===== src/shared/strap_pkg.sv =====
// Notes on behaviour
// (RULE_01) Strap pins are inputs while hard reset.
// (RULE_02) Capture strap levels at hard reset release.
// (RULE_03) After capture, receiver off, pad drives normally.
// (RULE_04) Pull-up on during reset and few clocks.
// (RULE_05) Pull-up disabled together with input receiver.
// (RULE_06) High strap level selects default bit setting.
// (RULE_07) Board drives clock-ratio straps; no pull-up there.
// (RULE_08) Board must not pull down listed pins.
// (RULE_09) System holds async control inputs deasserted.
// (RULE_10) System asserts test reset during reset.
// (RULE_11) TAP resets through TCK and TMS alone.
// (RULE_12) Probe asserts resets independently; others merged.
// (RULE_13) Without debugger, tie test reset to reset.
// (RULE_14) Soft reset raises machine-check, not full reset.
// (RULE_15) Post-release enable window is parameter, default four.
`default_nettype none
package strap_pkg;
	localparam int STRAP_WIDTH = 8;
	localparam int HOLD_CYCLES = 4;
	localparam int HOLD_CNT_W = 4;
	localparam int TAP_RESET_TMS_ONES = 5;
	localparam logic [STRAP_WIDTH-1:0] STRAP_RESET_VALUE = 8'hff;
	localparam logic [STRAP_WIDTH-1:0] STRAP_PULLUP_MASK = 8'hfc;
	typedef enum logic [1:0] {ST_RESET, ST_HOLD, ST_RUN} strap_state_t;
endpackage
`default_nettype wire


===== src/hw/tap_reset_detect.sv =====
`timescale 1ns/10ps
`default_nettype none
module tap_reset_detect
	import strap_pkg::*;
(
	input wire logic clk,
	input wire logic rst,
	input wire logic tck_rise,
	input wire logic tms,
	output logic tap_reset
);
	logic [2:0] ones_q;

	// Five rising TCK edges with TMS high reach the reset state from any state.
	always_ff @(posedge clk or posedge rst) begin
		if (rst) begin
			ones_q <= 3'h0;
		end else if (tck_rise) begin
			if (!tms) begin
				ones_q <= 3'h0;
			end else if (ones_q != 3'(TAP_RESET_TMS_ONES)) begin
				ones_q <= ones_q + 3'h1; // RULE_11
			end
		end
	end

	always_ff @(posedge clk or posedge rst) begin
		if (rst) begin
			tap_reset <= 1'b1;
		end else begin
			tap_reset <= (ones_q == 3'(TAP_RESET_TMS_ONES)); // RULE_11
		end
	end

	property p_tap_hold;
		@(posedge clk) disable iff (rst) (tck_rise && !tms) |=> ##1 !tap_reset;
	endproperty
	a_tap_hold: assert property (p_tap_hold) else $error("TAP reset did not drop after TMS low."); // RULE_11
endmodule
`default_nettype wire


===== src/hw/strap_latch.sv =====
`timescale 1ns/10ps
`default_nettype none
module strap_latch
	import strap_pkg::*;
#(
	parameter int HOLD = HOLD_CYCLES
) (
	input wire logic CLOCK,
	input wire logic RST,
	input wire logic HARD_RESET_IN_N,
	input wire logic SOFT_RESET_IN_N,
	input wire logic TEST_RESET_IN_N,
	input wire logic TCK,
	input wire logic TMS,
	input wire logic [strap_pkg::STRAP_WIDTH-1:0] STRAP_PIN_IN,
	input wire logic [strap_pkg::STRAP_WIDTH-1:0] FUNC_OUT,
	input wire logic [strap_pkg::STRAP_WIDTH-1:0] FUNC_OE,
	output logic [strap_pkg::STRAP_WIDTH-1:0] STRAP_PIN_OUT,
	output logic [strap_pkg::STRAP_WIDTH-1:0] STRAP_PIN_OE,
	output logic [strap_pkg::STRAP_WIDTH-1:0] PULLUP_EN,
	output logic RECEIVER_EN,
	output logic [strap_pkg::STRAP_WIDTH-1:0] CONFIG_OUT,
	output logic CONFIG_VALID,
	output logic MACHINE_CHECK,
	output logic TAP_RESET
);
	import strap_pkg::*;

	// ==========================================================
	// Input synchronisers
	// ==========================================================
	logic [STRAP_WIDTH-1:0] strap_s1_q, strap_s2_q;
	logic [3:0] ctl_s1_q, ctl_s2_q;
	logic tck_prev_q;
	logic hard_rst, soft_rst, test_rst, tck_s, tms_s;

	always_ff @(posedge CLOCK or posedge RST) begin
		if (RST) begin
			strap_s1_q <= STRAP_RESET_VALUE;
			strap_s2_q <= STRAP_RESET_VALUE;
			// Reset values match the idle pins, so no false TCK edge follows reset.
			ctl_s1_q <= 4'h3;
			ctl_s2_q <= 4'h3;
		end else begin
			strap_s1_q <= STRAP_PIN_IN;
			strap_s2_q <= strap_s1_q;
			ctl_s1_q <= {TMS, TCK, TEST_RESET_IN_N, SOFT_RESET_IN_N};
			ctl_s2_q <= ctl_s1_q;
		end
	end

	// Test reset is level sensitive, soft reset and TCK edge sensitive; glitches on them are the board's concern.
	assign soft_rst = !ctl_s2_q[0]; // RULE_09
	assign test_rst = !ctl_s2_q[1]; // RULE_10
	assign tck_s = ctl_s2_q[2];
	assign tms_s = ctl_s2_q[3];

	// Hard reset gets its own pair so that the state machine sees a clean level.
	logic hr_s1_q, hr_s2_q;
	always_ff @(posedge CLOCK or posedge RST) begin
		if (RST) begin
			hr_s1_q <= 1'b1;
			hr_s2_q <= 1'b1;
		end else begin
			hr_s1_q <= !HARD_RESET_IN_N;
			hr_s2_q <= hr_s1_q;
		end
	end
	assign hard_rst = hr_s2_q;

	// ==========================================================
	// Capture sequence
	// ==========================================================
	strap_state_t state_q;
	logic [HOLD_CNT_W-1:0] hold_q;
	logic [STRAP_WIDTH-1:0] config_q;

	always_ff @(posedge CLOCK or posedge RST) begin
		if (RST) begin
			state_q <= ST_RESET;
		end else if (hard_rst) begin
			state_q <= ST_RESET;
		end else begin
			unique case (state_q)
				ST_RESET: begin
					state_q <= ST_HOLD;
				end
				ST_HOLD: begin
					if (hold_q == HOLD_CNT_W'(HOLD - 1)) begin
						state_q <= ST_RUN; // RULE_15
					end
				end
				ST_RUN: begin
					state_q <= ST_RUN;
				end
			endcase
		end
	end

	always_ff @(posedge CLOCK or posedge RST) begin
		if (RST) begin
			hold_q <= '0;
		end else if (state_q != ST_HOLD) begin
			hold_q <= '0;
		end else begin
			hold_q <= hold_q + HOLD_CNT_W'(1); // RULE_15
		end
	end

	// The value latched is the one present as reset lets go; a high bit means default.
	always_ff @(posedge CLOCK or posedge RST) begin
		if (RST) begin
			config_q <= STRAP_RESET_VALUE; // RULE_06
		end else if (state_q == ST_RESET && !hard_rst) begin
			config_q <= strap_s2_q; // RULE_02
		end
	end

	always_ff @(posedge CLOCK or posedge RST) begin
		if (RST) begin
			CONFIG_VALID <= 1'b0;
		end else begin
			CONFIG_VALID <= (state_q != ST_RESET) && !hard_rst;
		end
	end
	assign CONFIG_OUT = config_q;

	// ==========================================================
	// Pad control
	// ==========================================================
	logic in_window;
	// The synchronised pin opens the window as well, so a pad stops driving as soon as
	// hard reset is seen instead of one cycle later when the state has caught up.
	assign in_window = (state_q != ST_RUN) || hard_rst; // RULE_01

	// Receiver and pull-up share one enable so they always drop together.
	assign RECEIVER_EN = in_window; // RULE_03 RULE_05
	assign PULLUP_EN = in_window ? STRAP_PULLUP_MASK : '0; // RULE_04 RULE_07
	assign STRAP_PIN_OE = in_window ? '0 : FUNC_OE; // RULE_01 RULE_03
	always_ff @(posedge CLOCK or posedge RST) begin
		if (RST) begin
			STRAP_PIN_OUT <= '0;
		end else begin
			STRAP_PIN_OUT <= FUNC_OUT;
		end
	end

	// ==========================================================
	// Soft reset and test access reset
	// ==========================================================
	logic soft_prev_q;
	always_ff @(posedge CLOCK or posedge RST) begin
		if (RST) begin
			soft_prev_q <= 1'b0;
			tck_prev_q <= 1'b0;
			MACHINE_CHECK <= 1'b0;
		end else begin
			soft_prev_q <= soft_rst;
			tck_prev_q <= tck_s;
			// A pulse on assertion only; soft reset never reaches the capture logic.
			MACHINE_CHECK <= soft_rst && !soft_prev_q && !hard_rst; // RULE_14
		end
	end

	logic tap_seq_reset;
	tap_reset_detect u_tap (
		.clk(CLOCK),
		.rst(RST),
		.tck_rise(tck_s && !tck_prev_q),
		.tms(tms_s),
		.tap_reset(tap_seq_reset)
	);
	// Test reset stays separate from hard reset so the probe can drive each.
	assign TAP_RESET = test_rst || tap_seq_reset; // RULE_11 RULE_12 RULE_13

	// ==========================================================
	// Checks
	// ==========================================================
	property p_input_in_reset;
		@(posedge CLOCK) disable iff (RST) hard_rst |-> (STRAP_PIN_OE == '0) && RECEIVER_EN;
	endproperty
	a_input_in_reset: assert property (p_input_in_reset) else $error("Strap pad driven in reset."); // RULE_01

	property p_capture;
		@(posedge CLOCK) disable iff (RST)
		($past(hard_rst) && !hard_rst) |=> (config_q == $past(strap_s2_q));
	endproperty
	a_capture: assert property (p_capture) else $error("Strap value not captured."); // RULE_02

	property p_release;
		@(posedge CLOCK) disable iff (RST) $fell(hard_rst) |-> ##[4:20] !RECEIVER_EN;
	endproperty
	a_release: assert property (p_release) else $error("Receiver not released."); // RULE_03

	property p_pullup_window;
		@(posedge CLOCK) disable iff (RST) $fell(hard_rst) |-> (PULLUP_EN != '0) [*4];
	endproperty
	a_pullup_window: assert property (p_pullup_window) else $error("Pull-up dropped early."); // RULE_04

	property p_pullup_with_rx;
		@(posedge CLOCK) disable iff (RST) (PULLUP_EN != '0) == RECEIVER_EN;
	endproperty
	a_pullup_with_rx: assert property (p_pullup_with_rx) else $error("Pull-up and receiver differ."); // RULE_05

	property p_default_high;
		@(posedge CLOCK) disable iff (RST)
		hard_rst ##1 (!hard_rst && strap_s2_q == '1) |=> config_q == STRAP_RESET_VALUE;
	endproperty
	a_default_high: assert property (p_default_high) else $error("Default not selected."); // RULE_06

	property p_mcheck;
		@(posedge CLOCK) disable iff (RST) MACHINE_CHECK |-> !hard_rst && !$changed(config_q);
	endproperty
	a_mcheck: assert property (p_mcheck) else $error("Soft reset disturbed state."); // RULE_14

	property p_mcheck_pulse;
		@(posedge CLOCK) disable iff (RST) MACHINE_CHECK |=> !MACHINE_CHECK;
	endproperty
	a_mcheck_pulse: assert property (p_mcheck_pulse) else $error("Machine check held too long."); // RULE_14

	property p_hold_len;
		@(posedge CLOCK) disable iff (RST) (state_q == ST_HOLD) |-> hold_q < HOLD_CNT_W'(HOLD);
	endproperty
	a_hold_len: assert property (p_hold_len) else $error("Hold window overrun."); // RULE_15
endmodule
`default_nettype wire


===== config.mk =====
export PLATFORM = sky130hd
export DESIGN_NAME = strap_latch
export DESIGN_NICKNAME = d
export VERILOG_FILES = /design/src/shared/strap_pkg.sv /design/src/hw/tap_reset_detect.sv /design/src/hw/strap_latch.sv
export SDC_FILE = /design/constraint.sdc
export NUM_CORES = 1
export LEC_CHECK = 0
export BUFFER_PORTS_ARGS = -buffer_cell sky130_fd_sc_hd__buf_2
export CORE_UTILIZATION = 40
export DETAILED_ROUTE_END_ITERATION = 16
export PLACE_DENSITY = 0.66
export SLEW_MARGIN = 20
export SYNTH_ARGS = -nofsm -noshare
export SYNTH_HDL_FRONTEND = slang
export SYNTH_SLANG_ARGS = --single-unit

===== constraint.sdc =====
create_clock -name CLOCK -period 3.82 [get_ports CLOCK]
set_input_delay 0.191 -clock CLOCK [delete_from_list [all_inputs] [get_ports CLOCK]]
set_output_delay 0.191 -clock CLOCK [all_outputs]
set_load 0.02 [all_outputs]

==> results.cfg, run 1 <==
[cts]
worstSkewPairLatency_ns = 0.31
ctsHtreeMaxLevel = 2
root_buffer = clkbuf_8
clk_path_buf_depth = 2
cts.sinks = 56
postCtsHoldBufs = 22
numCtsBuffers = 5
cts_setup_buffers = 0
tritoncts = built
cts_resized = 0
path_clk_slew_ns = 0.09

[grt]
gr-total-overflow = 0
grt_max_degree = 33
grt_pass1_vias = 1112
grt_usage = 0.132
grt_pass1_wl_um = 4990
grt_antenna_before_repair = 0

[cells_and_area]
diodes = 0
layoutNonFillerInstCount = 282
drive_above_1_share = 0.535
syn_to_final_growth_pct = 33.6
finalNetCount = 251

[synthesis]
synthXorXnorAreaFrac = 0.00872
synthCells = 128
ys_warn_count = 0
synth.mux.area_fraction = 0.0704
synthMostInstantiatedCell = dfstp_2
synth_compound_area_frac = 0.0262
synth-simple-area-share = 0.0903
yosys-top-cells-count = 31 x dfstp_2, 25 x dfrtp_1, 13 x and2_1
synth_edf_count = 0
ys_async_sr_fraction = 1.00
avgSynthCellArea_um2 = 15.7
synth_fa_ha_area_frac = 0.0374
ys_top_cells_by_area = dfstp_2 41%, dfrtp_1 31%, mux2_4 6.0%
synth_top_family_by_area = simple AND/OR/NAND/NOR gates
netlist_area_um2 = 2010
synthFlopType = dfstp_2
yosysTopAreaCellShare = 0.405
seq_area_frac_synth = 0.717
synth_area_leader_cell = dfstp_2
yosysUniqueCellTypes = 27
ys_ff_latch = 56

[timing]
rsz0062_at_grt = no
worstMarginPinSlew_ns = 0.919
hold_viol_final = 0
fmax_mhz = 540
period_share = 0.485
slew_headroom = 0.386
setup_ws_ns = 1.97
period_needed_ns = 1.85
clock_skew_ns = 0.00559
slew_viol_final = 0
setup_violations = 0
finalSetupTns_ns = 0

[detailed_routing]
drt_first_pass_iters = 2
drt_iter0_drc = 39
wl_met1_um = 1330
ant_nets = 0
drc = 0
dr_total_vias = 1185
top_layer = met4
wl_met2_um = 1470
wl_per_cell_um = 11.2
wl_met3_um = 276
via_per_inst = 4.20
routed_wl_um = 3150

[floorplanning]
die_area_um2 = 5310
die_h_um = 72.9
start_util = 0.420
row_count = 25
chipWidth_um = 72.9
ioPinCount = 67
core_um2 = 4790

[place]
io_buffers = 64
gp_congestion = 0.712
dp_slack_ns = 1.99
hpwl_um = 2100
placed_cells = 252

[pwr]
power_mw = 1.59
p_leak_nw = 1.29
max-vdd-ir-drop_uv = 339
power-per-cell-area_nw_per_um2 = 590

[worst_setup_path]
crit_path_start_kind = flip-flop
crit_type = reg -> out
path_max_fanout = 9
crit_path_end_kind = output pin
critPathArrivalTime_ns = 1.66
cp_data_required_time_ns = 3.63

[run]
maxCapViolations = 0

[min_path]
hold_class = reg -> reg

[status]
status = finished, final reports clean
worst max-delay path, cell delays in order (launching register included):
cell and delay [ns]:
dfrtp_1 0.39, inv_1 0.10, ha_1 0.15, nor2b_1 0.36, inv_1 0.17, buf_2 0.20
kinds of logic after synthesis:
| logic type | after synthesis |
|---|---|
| AND/OR/NAND/NOR | 30 |
| AO/OA/AOI/OAI | 7 |
| multiplexers | 10 |
| buffers and inverters | 16 |
| XOR/XNOR | 2 |
| flip-flops | 56 |
| adder cells (fa/ha/maj) | 6 |
| other | 1 |
cell type report:
cell class / count / area (µm²)
clock buffers: 6 / 72.6
inverters: 7 / 26.3
well taps: 67 / 83.8
flip-flops and latches: 56 / 1440
fillers: 398 / 2100
multi-input cells: 57 / 475
clock inverters: 2 / 38.8
repair buffers: 87 / 548
placed cells by master (no fill, tap or decap):
master,count
buf_2,64
dfstp_2,31
dfrtp_1,25
dlygate4sd3_1,22
and2_1,13
mux2_4,8
inv_1,6
ha_1,6
clkbuf_8,5
nor2b_1,4
nor2_1,4
nand2b_1,3
nand3_1,2
a21oi_1,2
conb_1,2
xor2_1,1
nor3_1,1
xnor2_1,1
inv_2,1
nand2_1,1
o21ai_0,1
a21boi_2,1
mux2i_1,1
nand2b_4,1
nor4b_1,1
a311o_1,1
o31ai_1,1
a22o_1,1
mux2_2,1
clkbuf_1,1
inv_6,1
bufinv_16,1
buf_4,1
final timing paths:
kind                            slack, ns                    from                    endpoint  cells after the start
max in group asynchronous            2.58                     RST     strap_s2_q[2]$_DFF_PP1_                      4
worst max register to register       2.02  state_q[0]$_DFFE_PP0P_   CONFIG_OUT[0]$_DFFE_PP1P_                      4
worst max-delay path                 1.97  state_q[0]$_DFFE_PP0P_                PULLUP_EN[7]                      5
worst min register to register       0.36   ctl_s1_q[2]$_DFF_PP0_       ctl_s2_q[2]$_DFF_PP0_                      0
worst min-delay path                 0.36   ctl_s1_q[2]$_DFF_PP0_       ctl_s2_q[2]$_DFF_PP0_                      0
min in group asynchronous            0.45                     RST  STRAP_PIN_OUT[4]$_DFF_PP0_                      3
layer usage:
metal  global-route usage  up-vias
li1                     -      569
met1                0.153      548
met2                0.208       59
met3               0.0497        9
met4               0.0784        0
met5                    0        -
metrics by stage:
| step | hold slack [ns] | utilization | instance area (µm²) |
|---|---|---|---|
| after floorplan | 0.195 | - | 2010 |
| after global placement | 0.233 | 0.492 | 2350 |
| after detailed placement | 0.240 | 0.492 | 2350 |
| after CTS | 0.361 | 0.561 | 2690 |
| after global routing | 0.362 | 0.561 | 2690 |
| final | 0.356 | 0.561 | 2690 |
power breakdown:
| part | switching, mW | total (mW) | internal, mW |
|---|---|---|---|
| logic | 0.223 | 0.431 | 0.208 |
| registers | 0.0521 | 0.776 | 0.724 |
| clock network | 0.180 | 0.378 | 0.198 |
sequential cells by signal (all words and copies together), names as in the netlist, 2 cells and up:
signal	cells
CONFIG_OUT	8
STRAP_PIN_OUT	8
ctl_s1_q	4
ctl_s2_q	4
hold_q	4
state_q	2
strap_s1_q	8
strap_s2_q	8
u_tap.ones_q	3
No activity file was read; power rests on OpenSTA's default activity.
==> run 2, diff against run 1 <==
==> constraint.sdc (replaced) <==
create_clock -name CLOCK -period 1.8 [get_ports CLOCK]
set_input_delay 0.09 -clock CLOCK [delete_from_list [all_inputs] [get_ports CLOCK]]
set_output_delay 0.09 -clock CLOCK [all_outputs]
set_load 0.02 [all_outputs]
==> results.cfg, run 2 (synthesis results as in run 1) <==
[status]
status = finished, final reports clean

[grt]
grt_max_degree = 57
met1_usage = 0.149
grt_antenna_before_repair = 0
grt_pass1_vias = 1177
grtUsageMet2 = 0.233
grt_busiest_layer = met2
gr-total-overflow = 0
met3_usage = 0.0456
grt_pass1_wl_um = 5170
grt_usage = 0.135

[worst_setup_path]
path_max_fanout = 9
crit_path_end_kind = output pin
crit_type = reg -> out
critPathArrivalTime_ns = 1.51
cp_data_required_time_ns = 1.71
crit_path_start_kind = flip-flop

[cells_and_area]
layout_common_cells = 64 x buf_2, 31 x dfstp_2, 25 x dfrtp_1
syn_to_final_growth_pct = 33.8
drive_above_1_share = 0.542
final_common_cell = buf_2
diodes = 0
finalNetCount = 252
post-route-util = 0.562
design_area_um2 = 2690

[timing]
finalSetupTns_ns = 0
hold_ws_ns = 0.360
slew_viol_final = 0
setup_violations = 0
period_share = 0.889
clock_skew_ns = 0.00523
rsz0062_at_grt = no
fmax_mhz = 625
period_needed_ns = 1.60
hold_viol_final = 0

[detailed_routing]
via_per_inst = 4.19
dr_total_vias = 1185
drt_iter0_drc = 31
drt_first_pass_iters = 3
ant_nets = 0
drc = 0
wl_per_cell_um = 11.6
routed_wl_um = 3290

[cts]
numCtsBuffers = 5
clk_path_buf_depth = 2
cts.sinks = 56
worstSkewPairLatency_ns = 0.30
path_clk_slew_ns = 0.09
tritoncts = built
root_buffer = clkbuf_8
ctsHtreeMaxLevel = 2
cts_setup_buffers = 0

[place]
gp_congestion = 0.646
hpwl_um = 2100
placedInstanceArea_um2 = 2370
io_buffers = 64

[pwr]
switching_share = 0.295
power-per-cell-area_nw_per_um2 = 1220
p_sw_uw = 967
power.share.sequential = 0.502
internal-power_mw = 2.31
clkPwrFrac = 0.211
pwr-share-comb = 0.287
p_leak_nw = 1.29
power_mw = 3.27
max-vdd-ir-drop_uv = 634

[min_path]
hold_class = reg -> reg

[floorplanning]
start_util = 0.420
ioPinCount = 67
row_count = 25
core_um2 = 4790
chipWidth_um = 72.9
die_h_um = 72.9
die_area_um2 = 5310

[run]
maxCapViolations = 0
-- run 2: power by group through the flow --
stage               sequential (mW)  combinational [mW]  clock (mW)
floorplan                      1.80               0.552           0
global placement               1.66               0.893           0
detailed placement             1.66               0.917           0
CTS                            1.65               0.951       0.713
global route                   1.67                1.03       0.756
finish                         1.64               0.938       0.691
-- run 2: area by class of cell --
cell class	count	area [µm²]
clock buffers	7	86.3
clock inverters	1	6.26
fillers	384	2100
inverters	7	26.3
multi-input cells	57	478
flip-flops and latches	56	1440
well taps	67	83.8
repair buffers	88	568
-- run 2: final timing paths --
check                                   startpoint                         end  slack (ns)  cells past startpoint
min in group asynchronous                      RST  STRAP_PIN_OUT[6]$_DFF_PP0_        0.38                      4
max in group asynchronous                      RST   CONFIG_OUT[4]$_DFFE_PP1P_        1.14                      4
max reg2reg                 state_q[0]$_DFFE_PP0P_   CONFIG_OUT[4]$_DFFE_PP1P_        0.40                      5
max                         state_q[0]$_DFFE_PP0P_             STRAP_PIN_OE[1]        0.20                      5
min                        strap_s1_q[3]$_DFF_PP1_     strap_s2_q[3]$_DFF_PP1_        0.36                      0
min reg2reg                strap_s1_q[3]$_DFF_PP1_     strap_s2_q[3]$_DFF_PP1_        0.36                      0
-- run 2: critical path: stages (launching register included) --
cell,delay (ns)
dfrtp_1,0.39
inv_1,0.10
ha_1,0.14
nor2b_2,0.26
and2_1,0.16
buf_2,0.16
-- run 2: what timing repair did --
action,4_1_cts,5_1_grt
hold buffers,22,0
resized for setup,0,1
endpoints found under the setup margin,0,15
hold endpoints to repair,46,0
-- run 2: metal layers --
| layer | share of wire | wire length, µm | up-vias |
|---|---|---|---|
| met5 | 0 | 0 | - |
| met4 | 0.015 | 48 | 0 |
| met3 | 0.083 | 272 | 7 |
| met2 | 0.50 | 1640 | 58 |
| met1 | 0.40 | 1330 | 550 |
| li1 | - | - | 570 |
-- run 2: per-stage QoR --
step	worst slack (ns)	std cells
2_1_floorplan	0.390	129
3_5_place_dp	0.362	253
4_1_cts	0.0182	283
3_3_place_gp	0.422	253
5_1_grt	0.0557	283
6_report	0.201	283
